## config.mk

```make
export PLATFORM = sky130hd
export DESIGN_NAME = gpio_cde_ports
export DESIGN_NICKNAME = d
export VERILOG_FILES = /design/src/core/gpio_cde_pkg.sv /design/src/core/gpio_cde_ports.sv
export SDC_FILE = /design/constraint.sdc
export NUM_CORES = 1
export LEC_CHECK = 0
export BUFFER_PORTS_ARGS = -buffer_cell sky130_fd_sc_hd__buf_2
export CAP_MARGIN = 20
export CORE_MARGIN = 1.5
export CORE_UTILIZATION = 46
export DETAILED_ROUTE_END_ITERATION = 7
export PLACE_DENSITY = 0.82
export RECOVER_POWER = 50
export SETUP_SLACK_MARGIN = 0.1
export SYNTH_ARGS = -nofsm -noshare
export SYNTH_HDL_FRONTEND = slang
export SYNTH_SLANG_ARGS = --single-unit
```

## constraint.sdc

```tcl
create_clock -name mclk_in -period 1.3 [get_ports mclk_in]
set_input_delay 0.065 -clock mclk_in [delete_from_list [all_inputs] [get_ports mclk_in]]
set_output_delay 0.065 -clock mclk_in [all_outputs]
set_load 0.005 [all_outputs]
```

## src/core/gpio_cde_pkg.sv

```systemverilog
// package: register map, field positions and pin carriers for ports c, d, e
package gpio_cde_pkg;

  localparam int unsigned ADDR_W = 8;
  localparam int unsigned DATA_W = 8;

  // register offsets
  localparam logic [7:0] OFS_PORT_C_DATA = 8'h02;
  localparam logic [7:0] OFS_PORT_D_DATA = 8'h03;
  localparam logic [7:0] OFS_PORT_C_DIR  = 8'h06;
  localparam logic [7:0] OFS_PORT_D_DIR  = 8'h07;
  localparam logic [7:0] OFS_PORT_E_DATA = 8'h08;
  localparam logic [7:0] OFS_PORT_E_DIR  = 8'h0C;

  // field positions
  localparam int unsigned SYSCLK_EN_BIT  = 7;
  localparam int unsigned SYSCLK_PIN     = 2;
  localparam int unsigned PORT_C_WIDTH   = 6;
  localparam int unsigned TA_CLK_PIN     = 6;
  localparam int unsigned TB_CLK_PIN     = 4;
  localparam int unsigned SPI_SCK_PIN    = 7;
  localparam int unsigned SPI_MOSI_PIN   = 6;
  localparam int unsigned SPI_MISO_PIN   = 5;
  localparam int unsigned SPI_SS_PIN     = 4;
  localparam int unsigned TA_CH1_PIN     = 3;
  localparam int unsigned TA_CH0_PIN     = 2;
  localparam int unsigned SCI_RX_PIN     = 1;
  localparam int unsigned SCI_TX_PIN     = 0;

  // reset values
  localparam logic [7:0] DIR_RESET       = 8'h00;
  localparam logic [7:0] LATCH_RESET     = 8'h00;
  localparam logic [7:0] RDATA_RESET     = 8'h00;
  localparam logic [7:0] PORT_C_MASK     = 8'h3F;

  // peripheral control levels seen by the port
  typedef struct packed {
    logic       spi_enable_bit;
    logic       spi_master_select;
    logic       mode_fault_enable;
    logic       serial_if_enable;
    logic [1:0] edge_level_select_ch1;
    logic [1:0] edge_level_select_ch0;
    logic       timer_a_ext_sel;
    logic       timer_b_ext_sel;
    logic [6:0] adc_pin_sel;
  } periph_ctrl_t;

  // peripheral drive toward port e pins
  typedef struct packed {
    logic sck_out;
    logic mosi_out;
    logic miso_out;
    logic ch1_out;
    logic ch1_oe;
    logic ch0_out;
    logic ch0_oe;
    logic tx_out;
  } periph_drive_t;

  // two-signal pin group
  typedef struct packed {
    logic [7:0] out;
    logic [7:0] oe;
  } pin_drive_t;

endpackage : gpio_cde_pkg

```

## src/core/gpio_cde_ports.sv

```systemverilog
// file: ports c, d and e with peripheral pin sharing and register slave
//
// Notes on behaviour
// - clock enable bit drives sysclk onto c2
// - with clock out, c2 drive ignores direction bit; with it set, c2 reads zero
// - clock enable bit readable, writable, reset clear
// - direction one drives pin, zero inputs
// - reset clears all three direction registers
// - data read gives latch or pin per direction
// - latch writes always land, input pin unaffected
// - adc pin reads zero when input
// - timer owns d pin, reads latch or zero
// - d6, d4 become timer clock inputs
// - e7 is spi clock, direction from mode
// - e6, e5 carry mosi and miso
// - e4 slave select unless disabled or master-nofault
// - slave mode ignores e4 direction bit
// - e3, e2 follow timer channel select
// - e1, e0 carry sci receive, transmit
// - peripheral e pins ignore direction, reads unchanged
//
// Implementation choice: the address-and-strobe port.
`timescale 1ns/10ps
module gpio_cde_ports
  import gpio_cde_pkg::*;
(
  input  wire logic                mclk_in,
  input  wire logic                arst_n_in,
  input  wire logic [ADDR_W-1:0]   addr_in,
  input  wire logic [DATA_W-1:0]   wdata_in,
  input  wire logic                wr_in,
  input  wire logic                rd_in,
  output logic      [DATA_W-1:0]   rdata_out,
  input  wire logic                sysclk_in,
  input  wire periph_ctrl_t        ctrl_in,
  input  wire periph_drive_t       drive_in,
  input  wire logic [7:0]          pin_c_in,
  input  wire logic [7:0]          pin_d_in,
  input  wire logic [7:0]          pin_e_in,
  output pin_drive_t               pin_c_out,
  output pin_drive_t               pin_d_out,
  output pin_drive_t               pin_e_out,
  output logic                     timer_a_ext_clock_out,
  output logic                     timer_b_ext_clock_out,
  output logic                     spi_serial_clock_out,
  output logic                     spi_mosi_out,
  output logic                     spi_miso_out,
  output logic                     spi_ss_n_out,
  output logic                     timer_a_channel_pin_out,
  output logic                     serial_rx_out
);

  ////////////////////////////////////////////////////////////////////////////
  // registers
  logic [7:0] port_c_latch;
  logic [7:0] port_d_latch;
  logic [7:0] port_e_latch;
  logic [7:0] dir_reg_c;
  logic [7:0] dir_reg_d;
  logic [7:0] dir_reg_e;
  logic       sysclk_out_enable;
  logic [7:0] sync1_c_reg, sync2_c_reg;
  logic [7:0] sync1_d_reg, sync2_d_reg;
  logic [7:0] sync1_e_reg, sync2_e_reg;
  logic [7:0] rdata_reg;
  logic [7:0] rdata_next;

  function automatic logic [7:0] read_mix(input logic [7:0] dir, input logic [7:0] lat,
                                           input logic [7:0] pin);
    read_mix = (dir & lat) | (~dir & pin);
  endfunction : read_mix

  function automatic logic ch_used(input logic [1:0] els);
    ch_used = |els;
  endfunction : ch_used

  ////////////////////////////////////////////////////////////////////////////
  // pin synchronisers
  always_ff @(posedge mclk_in or negedge arst_n_in) begin
    if (!arst_n_in) begin
      sync1_c_reg <= 8'h00;
      sync2_c_reg <= 8'h00;
      sync1_d_reg <= 8'h00;
      sync2_d_reg <= 8'h00;
      sync1_e_reg <= 8'h00;
      sync2_e_reg <= 8'h00;
    end else begin
      sync1_c_reg <= pin_c_in;
      sync2_c_reg <= sync1_c_reg;
      sync1_d_reg <= pin_d_in;
      sync2_d_reg <= sync1_d_reg;
      sync1_e_reg <= pin_e_in;
      sync2_e_reg <= sync1_e_reg;
    end
  end

  ////////////////////////////////////////////////////////////////////////////
  // data latches: reset leaves them at a fixed value
  always_ff @(posedge mclk_in or negedge arst_n_in) begin
    if (!arst_n_in) begin
      port_c_latch <= LATCH_RESET;
      port_d_latch <= LATCH_RESET;
      port_e_latch <= LATCH_RESET;
    end else if (wr_in) begin
      if (addr_in == OFS_PORT_C_DATA) begin
        port_c_latch <= wdata_in & PORT_C_MASK;
      end
      if (addr_in == OFS_PORT_D_DATA) begin
        port_d_latch <= wdata_in;
      end
      if (addr_in == OFS_PORT_E_DATA) begin
        port_e_latch <= wdata_in;
      end
    end
  end

  ////////////////////////////////////////////////////////////////////////////
  // direction registers and clock enable
  always_ff @(posedge mclk_in or negedge arst_n_in) begin
    if (!arst_n_in) begin
      dir_reg_c         <= DIR_RESET;
      dir_reg_d         <= DIR_RESET;
      dir_reg_e         <= DIR_RESET;
      sysclk_out_enable <= 1'b0;
    end else if (wr_in) begin
      if (addr_in == OFS_PORT_C_DIR) begin
        dir_reg_c         <= wdata_in & PORT_C_MASK;
        sysclk_out_enable <= wdata_in[SYSCLK_EN_BIT];
      end
      if (addr_in == OFS_PORT_D_DIR) begin
        dir_reg_d <= wdata_in;
      end
      if (addr_in == OFS_PORT_E_DIR) begin
        dir_reg_e <= wdata_in;
      end
    end
  end

  ////////////////////////////////////////////////////////////////////////////
  // ownership of pins
  logic       ss_used;
  logic [7:0] d_owned;
  logic [7:0] e_owned;
  logic [7:0] e_per_oe;
  logic [7:0] e_per_out;

  always_comb begin
    ss_used = ctrl_in.spi_enable_bit &&
              !(ctrl_in.spi_master_select && !ctrl_in.mode_fault_enable);
    d_owned = 8'h00;
    d_owned[TA_CLK_PIN] = ctrl_in.timer_a_ext_sel;
    d_owned[TB_CLK_PIN] = ctrl_in.timer_b_ext_sel;
    e_owned = 8'h00;
    e_owned[SPI_SCK_PIN]  = ctrl_in.spi_enable_bit;
    e_owned[SPI_MOSI_PIN] = ctrl_in.spi_enable_bit;
    e_owned[SPI_MISO_PIN] = ctrl_in.spi_enable_bit;
    e_owned[SPI_SS_PIN]   = ss_used;
    e_owned[TA_CH1_PIN]   = ch_used(ctrl_in.edge_level_select_ch1);
    e_owned[TA_CH0_PIN]   = ch_used(ctrl_in.edge_level_select_ch0);
    e_owned[SCI_RX_PIN]   = ctrl_in.serial_if_enable;
    e_owned[SCI_TX_PIN]   = ctrl_in.serial_if_enable;
    e_per_oe  = 8'h00;
    e_per_out = 8'h00;
    e_per_oe[SPI_SCK_PIN]   = ctrl_in.spi_master_select;
    e_per_out[SPI_SCK_PIN]  = drive_in.sck_out;
    e_per_oe[SPI_MOSI_PIN]  = ctrl_in.spi_master_select;
    e_per_out[SPI_MOSI_PIN] = drive_in.mosi_out;
    e_per_oe[SPI_MISO_PIN]  = !ctrl_in.spi_master_select;
    e_per_out[SPI_MISO_PIN] = drive_in.miso_out;
    e_per_oe[TA_CH1_PIN]    = drive_in.ch1_oe;
    e_per_out[TA_CH1_PIN]   = drive_in.ch1_out;
    e_per_oe[TA_CH0_PIN]    = drive_in.ch0_oe;
    e_per_out[TA_CH0_PIN]   = drive_in.ch0_out;
    e_per_oe[SCI_TX_PIN]    = 1'b1;
    e_per_out[SCI_TX_PIN]   = drive_in.tx_out;
  end

  ////////////////////////////////////////////////////////////////////////////
  // pin drive
  always_comb begin
    pin_c_out.oe  = dir_reg_c & PORT_C_MASK;
    pin_c_out.out = port_c_latch;
    if (sysclk_out_enable) begin
      pin_c_out.oe[SYSCLK_PIN]  = 1'b1;
      pin_c_out.out[SYSCLK_PIN] = sysclk_in;
    end
    pin_d_out.oe  = dir_reg_d & ~d_owned;
    pin_d_out.out = port_d_latch;
    pin_e_out.oe  = (dir_reg_e & ~e_owned) | (e_per_oe & e_owned);
    pin_e_out.out = (port_e_latch & ~e_owned) | (e_per_out & e_owned);
  end

  ////////////////////////////////////////////////////////////////////////////
  // peripheral inputs from synchronised pins
  assign timer_a_ext_clock_out   = ctrl_in.timer_a_ext_sel & sync2_d_reg[TA_CLK_PIN];
  assign timer_b_ext_clock_out   = ctrl_in.timer_b_ext_sel & sync2_d_reg[TB_CLK_PIN];
  assign spi_serial_clock_out    = ctrl_in.spi_enable_bit & sync2_e_reg[SPI_SCK_PIN];
  assign spi_mosi_out            = ctrl_in.spi_enable_bit & sync2_e_reg[SPI_MOSI_PIN];
  assign spi_miso_out            = ctrl_in.spi_enable_bit & sync2_e_reg[SPI_MISO_PIN];
  assign spi_ss_n_out            = !ss_used | sync2_e_reg[SPI_SS_PIN];
  assign timer_a_channel_pin_out = e_owned[TA_CH0_PIN] & sync2_e_reg[TA_CH0_PIN];
  assign serial_rx_out           = !ctrl_in.serial_if_enable | sync2_e_reg[SCI_RX_PIN];

  ////////////////////////////////////////////////////////////////////////////
  // read path
  logic [7:0] d_read;
  logic [7:0] d_zero;
  logic [7:0] c_read;

  always_comb begin
    c_read = read_mix(dir_reg_c, port_c_latch, sync2_c_reg) & PORT_C_MASK;
    if (sysclk_out_enable && dir_reg_c[SYSCLK_PIN]) begin
      c_read[SYSCLK_PIN] = 1'b0;
    end
    d_zero = d_owned | {1'b0, ctrl_in.adc_pin_sel};
    d_read = (read_mix(dir_reg_d, port_d_latch, sync2_d_reg) & ~d_zero)
           | (dir_reg_d & port_d_latch & d_zero);
    rdata_next = rdata_reg;
    if (rd_in) begin
      case (addr_in)
        OFS_PORT_C_DATA: rdata_next = c_read;
        OFS_PORT_D_DATA: rdata_next = d_read;
        OFS_PORT_E_DATA: rdata_next = read_mix(dir_reg_e, port_e_latch, sync2_e_reg);
        OFS_PORT_C_DIR:  rdata_next = {sysclk_out_enable, 1'b0, dir_reg_c[5:0]};
        OFS_PORT_D_DIR:  rdata_next = dir_reg_d;
        OFS_PORT_E_DIR:  rdata_next = dir_reg_e;
        default:         rdata_next = RDATA_RESET;
      endcase
    end
  end

  always_ff @(posedge mclk_in or negedge arst_n_in) begin
    if (!arst_n_in) begin
      rdata_reg <= RDATA_RESET;
    end else begin
      rdata_reg <= rdata_next;
    end
  end

  assign rdata_out = rdata_reg;

endmodule : gpio_cde_ports

```

==> flow_results.org <==
** CTS
- Clock tree synthesis selected as its root buffer the cell sky130_fd_sc_hd__clkbuf_8.
- For this design, the sink count on the clock tree is 97.
- Worst-skew pair later-pin latency :: between 0.3 and 0.4 ns
- CTS H-tree depth :: 3
- Clock tree from TritonCTS :: yes
- Clock-pin slew of the registers on the worst-case setup and hold paths :: roughly 0.090 ns
- Largest buffer count on any clock path :: 2
- Clock tree synthesis inserted a total of 9 buffers.

** Die
- The initial utilization of the core area, before any placement, comes to between 40% and 50%.
- Die extent in x :: 98.1 um
- Die H :: 98.1 um
- After floorplanning, the core was divided into 34 placement rows.
- In this run the standard cell core region covers just under 0.009 mm^2.
- Top Ports :: approximately 130
- Area of the die :: 0.00961 mm^2

** Detailed routing
- Drt initial violations :: 120
- DRC errors left :: 0
- The first detailed-routing pass took 4 iterations.
- Across all layers, the routed design uses around 3000 vias.
- Mean routed wirelength per cell :: 17.8 um
- Remaining antenna violation count :: 0
- After detailed routing, the total wire length is just over 10000 um.
- Vias per std cell :: 5.21

** Worst setup path
- For this run, the slowest stage of the critical path takes between 0.4 and 0.5 ns.
- The worst setup path is launched from a flip-flop.
- Top fanout value on the critical path :: 3
- Required time at the endpoint of the critical path :: about 1.2 ns
- Reg2Reg Setup Slack :: approximately 0.010 ns
- In this run the critical register-to-register path is captured at rdata_out[7]$_DFFE_PN0P_.
- In this run the worst setup path begins at sysclk_out_enable$_DFFE_PN0P_.
- The cell that appears most often on the critical path is sky130_fd_sc_hd__buf_6.
- For the worst flop-to-flop path, the logic depth is 5.
- The critical path goes through buf_6 -> or2_4 -> buf_6.
- The slowest stage of the critical path belongs to the cell sky130_fd_sc_hd__dfrtp_1.
- Path type of the worst setup path :: reg2out
- At the worst endpoint, the arrival time is 1.24 ns.
- STA classifies the critical path endpoint as a primary output.
- Launch point of the worst reg-to-reg path :: sysclk_out_enable$_DFFE_PN0P_

** Placement
- The congestion estimate from routability-driven global placement came to 0.824.
- After legalization and detailed placement, the total HPWL measured between 7000 and 8000 um.
- Instance count after placement with tap cells included :: between 500 and 600
- Count of input and output buffers :: between 100 and 150

** Pwr
- Net Switching :: roughly 1.5 mW
- Leakage power of the design :: between 2 and 3 nW
- Logic gate share of total power :: 11.9%
- The share of total power dissipated in sequential elements is between 50% and 60%.
- Switching power as a share of total power :: 24.3%
- Cell internal power was estimated by the tool at around 4.7 mW.
- Of the total power, the clock network draws 35.5%.
- IR analysis of the VDD net gives a maximum drop of around 0.65 mV.
- For this design the ratio of total power to cell area is around 1100 mW/mm^2.

** Synth
- Mean instance size in the synthesized netlist :: between 10 and 15 um^2
- Top post-synthesis cells by count :: sky130_fd_sc_hd__dfrtp_1, sky130_fd_sc_hd__mux2_2, sky130_fd_sc_hd__buf_4
- Most used standard cell by instance count after synthesis :: sky130_fd_sc_hd__dfrtp_1
- Async SR Flop Fraction :: between 90% and 100%
- Yosys attributes the largest share of cell area to sky130_fd_sc_hd__dfrtp_1, sky130_fd_sc_hd__mux2_2, sky130_fd_sc_hd__buf_4.
- Dominant register cell in the synthesized netlist :: sky130_fd_sc_hd__dfrtp_1
- Area of the mapped netlist :: just over 0.004 mm^2
- Counting flops with a built-in enable in the synthesized netlist gives 0.
- The Yosys step of the flow raised 0 warnings.
- Synthesis instantiated 39 different standard cells from the library.
- Synthesized flop and latch total :: 97
- In the synthesized netlist, the number of instances is 305.
- Share of the synthesized area in the top cell type :: about 58%
- Summing the sequential cell areas from Yosys gives 58.4% of the chip area.
- Of all cell types, the one taking the most synthesized area is sky130_fd_sc_hd__dfrtp_1.

** Run status
- The final reports fail on setup timing.
- Status :: complete, but fails checks

** Global routing
- Number of antenna violations at the first check in global routing :: 0
- Via count of the first global-routing pass :: ~3300
- Overflow left after global routing :: 0
- The first global-routing pass estimated 16400 um of wire.
- Entering global routing, the biggest net connects 55 pins.
- Global routing consumed, over all layers together, around 22% of the routing resources.

** Worst hold path
- Worst Hold Path EP :: port_e_latch[3]$_DFFE_PN0P_
- Worst hold-check path type :: in2reg
- In this run the most critical hold path is launched from wdata_in[3].
- Along the worst hold path, the cell count comes to 2.

** STA
- Fin crit period :: between 1 and 1.5 ns
- Between clock sinks in the finished design, the worst skew comes to about 0.0099 ns.
- For this run, the top clock speed supported by timing is between 700 and 800 MHz.
- The final hold violation count was 0.
- RSZ-0062 raised after global routing :: true
- Across all setup checks in the final design, the least slack found is -0.00671 ns.
- Final-report setup violation count :: 1
- Hold slack final :: approximately 0.0086 ns
- Headroom to the max-slew limit came out at 51.8%.
- Actual slew at the worst max-slew pin :: between 0.7 and 0.8 ns
- Period utilisation layout :: 101%
- The max-slew violation count is 0.

** Cells and area
- Layout Cells excl Fill :: slightly below 600
- Antenna Diode Count :: 0
- Area overhead of the layout relative to synthesis :: 34.2%
- After the last flow step, the layout net total stands at ~540.
- Layout cells sized above 1 :: 52.0%

** Job
- Maximum Capacitance Violations :: 0
final cells by class:
type	count	area [um^2]
tap	108	135
multi-input combinational	171	1580
sequential	97	2430
clock buffer	10	128
clock inverter	6	96.3
timing repair buffer	179	1170
fill	637	3140
inverter	10	37.5
stage by stage:
| stage | power, mW | TNS [ns] | area [um^2] | util [%] | setup slack, ns |
|---|---|---|---|---|---|
| after global routing | 6.40 | -0.157 | 5580 | 63.9 | -0.0622 |
| after detailed placement | 3.91 | -4.67 | 4920 | 56.4 | -0.132 |
| final | 6.17 | -0.00671 | 5580 | 63.9 | -0.00671 |
| after floorplan | 3.56 | 0 | 4190 | - | 0.0853 |
| after global placement | 3.88 | -3.59 | 4920 | 56.4 | -0.114 |
| after CTS | 6.21 | -0.0257 | 5590 | 64.0 | -0.0165 |
logic make-up (layout without fill, tap and decap cells):
| kind of cell | count (synthesis) | in the layout | share of synthesized area, % |
|---|---|---|---|
| flip-flops | 97 | 97 | 58.4 |
| multiplexers | 66 | 66 | 17.7 |
| AO/OA/AOI/OAI | 52 | 52 | 8.97 |
| AND/OR/NAND/NOR | 49 | 49 | 8.79 |
| buffers and inverters | 40 | 205 | 6.08 |
| other | 1 | 4 | 0.0902 |
cell usage in the layout, fill, tap and decap left out, drive strengths merged, types with 2 or more instances in the layout:
cell	count
a22o	7
o41a	4
conb	4
a21oi	5
clkbuf	13
nand3	6
or2	3
o22ai	5
mux2i	13
dfrtp	97
a221oi	2
bufinv	2
nand2b	3
nand2	8
nor2	5
and2	9
or4b	4
mux2	53
dlygate4sd3	24
inv	12
o2bb2ai	2
nor2b	9
buf	152
o221ai	5
o21a	2
o21ai	15
how the worst max path moves through the flow:
stage / end / slack, ns / cells past startpoint
after detailed placement: rdata_out[5]$_DFFE_PN0P_ / -0.13 / 5
after global routing: rdata_out[7]$_DFFE_PN0P_ / -0.06 / 5
after global placement: port_d_latch[0]$_DFFE_PN0P_ / -0.11 / 5
after floorplan: dir_reg_e[6]$_DFFE_PN0P_ / 0.09 / 5
after CTS: rdata_out[7]$_DFFE_PN0P_ / -0.02 / 5
final: pin_c_out[2] / -0.007 / 3
critical path, delay by kind of cell, from the launching register on:
kind,cells,cell delay [ns]
flip-flops,1,0.42
buffers and inverters,2,0.24
AND/OR/NAND/NOR,1,0.22
metal layers:
layer	wire (um)	vias to the layer above	GRT usage, %
met1	4160	1491	26.8
met4	232	0	8.57
met2	5350	115	38.2
met5	0	-	0
li1	-	1399	-
met3	595	24	6.08
timing repair:
| item | CTS | global route |
|---|---|---|
| gates resized for setup | 32 | 9 |
| setup endpoints to repair | 20 | 25 |
| setup buffers | 8 | 0 |
| hold endpoints to repair | 123 | 0 |
| hold buffers | 24 | 0 |
| pin swaps | 8 | 5 |
power by group through the flow:
stage | combinational [mW] | sequential (mW) | clock [mW]
detailed placement | 0.611 | 3.30 | 0
global route | 0.806 | 3.26 | 2.34
finish | 0.736 | 3.24 | 2.19
floorplan | 0.294 | 3.27 | 0
CTS | 0.749 | 3.24 | 2.23
global placement | 0.592 | 3.29 | 0
No activity file was read; power rests on OpenSTA's default activity.
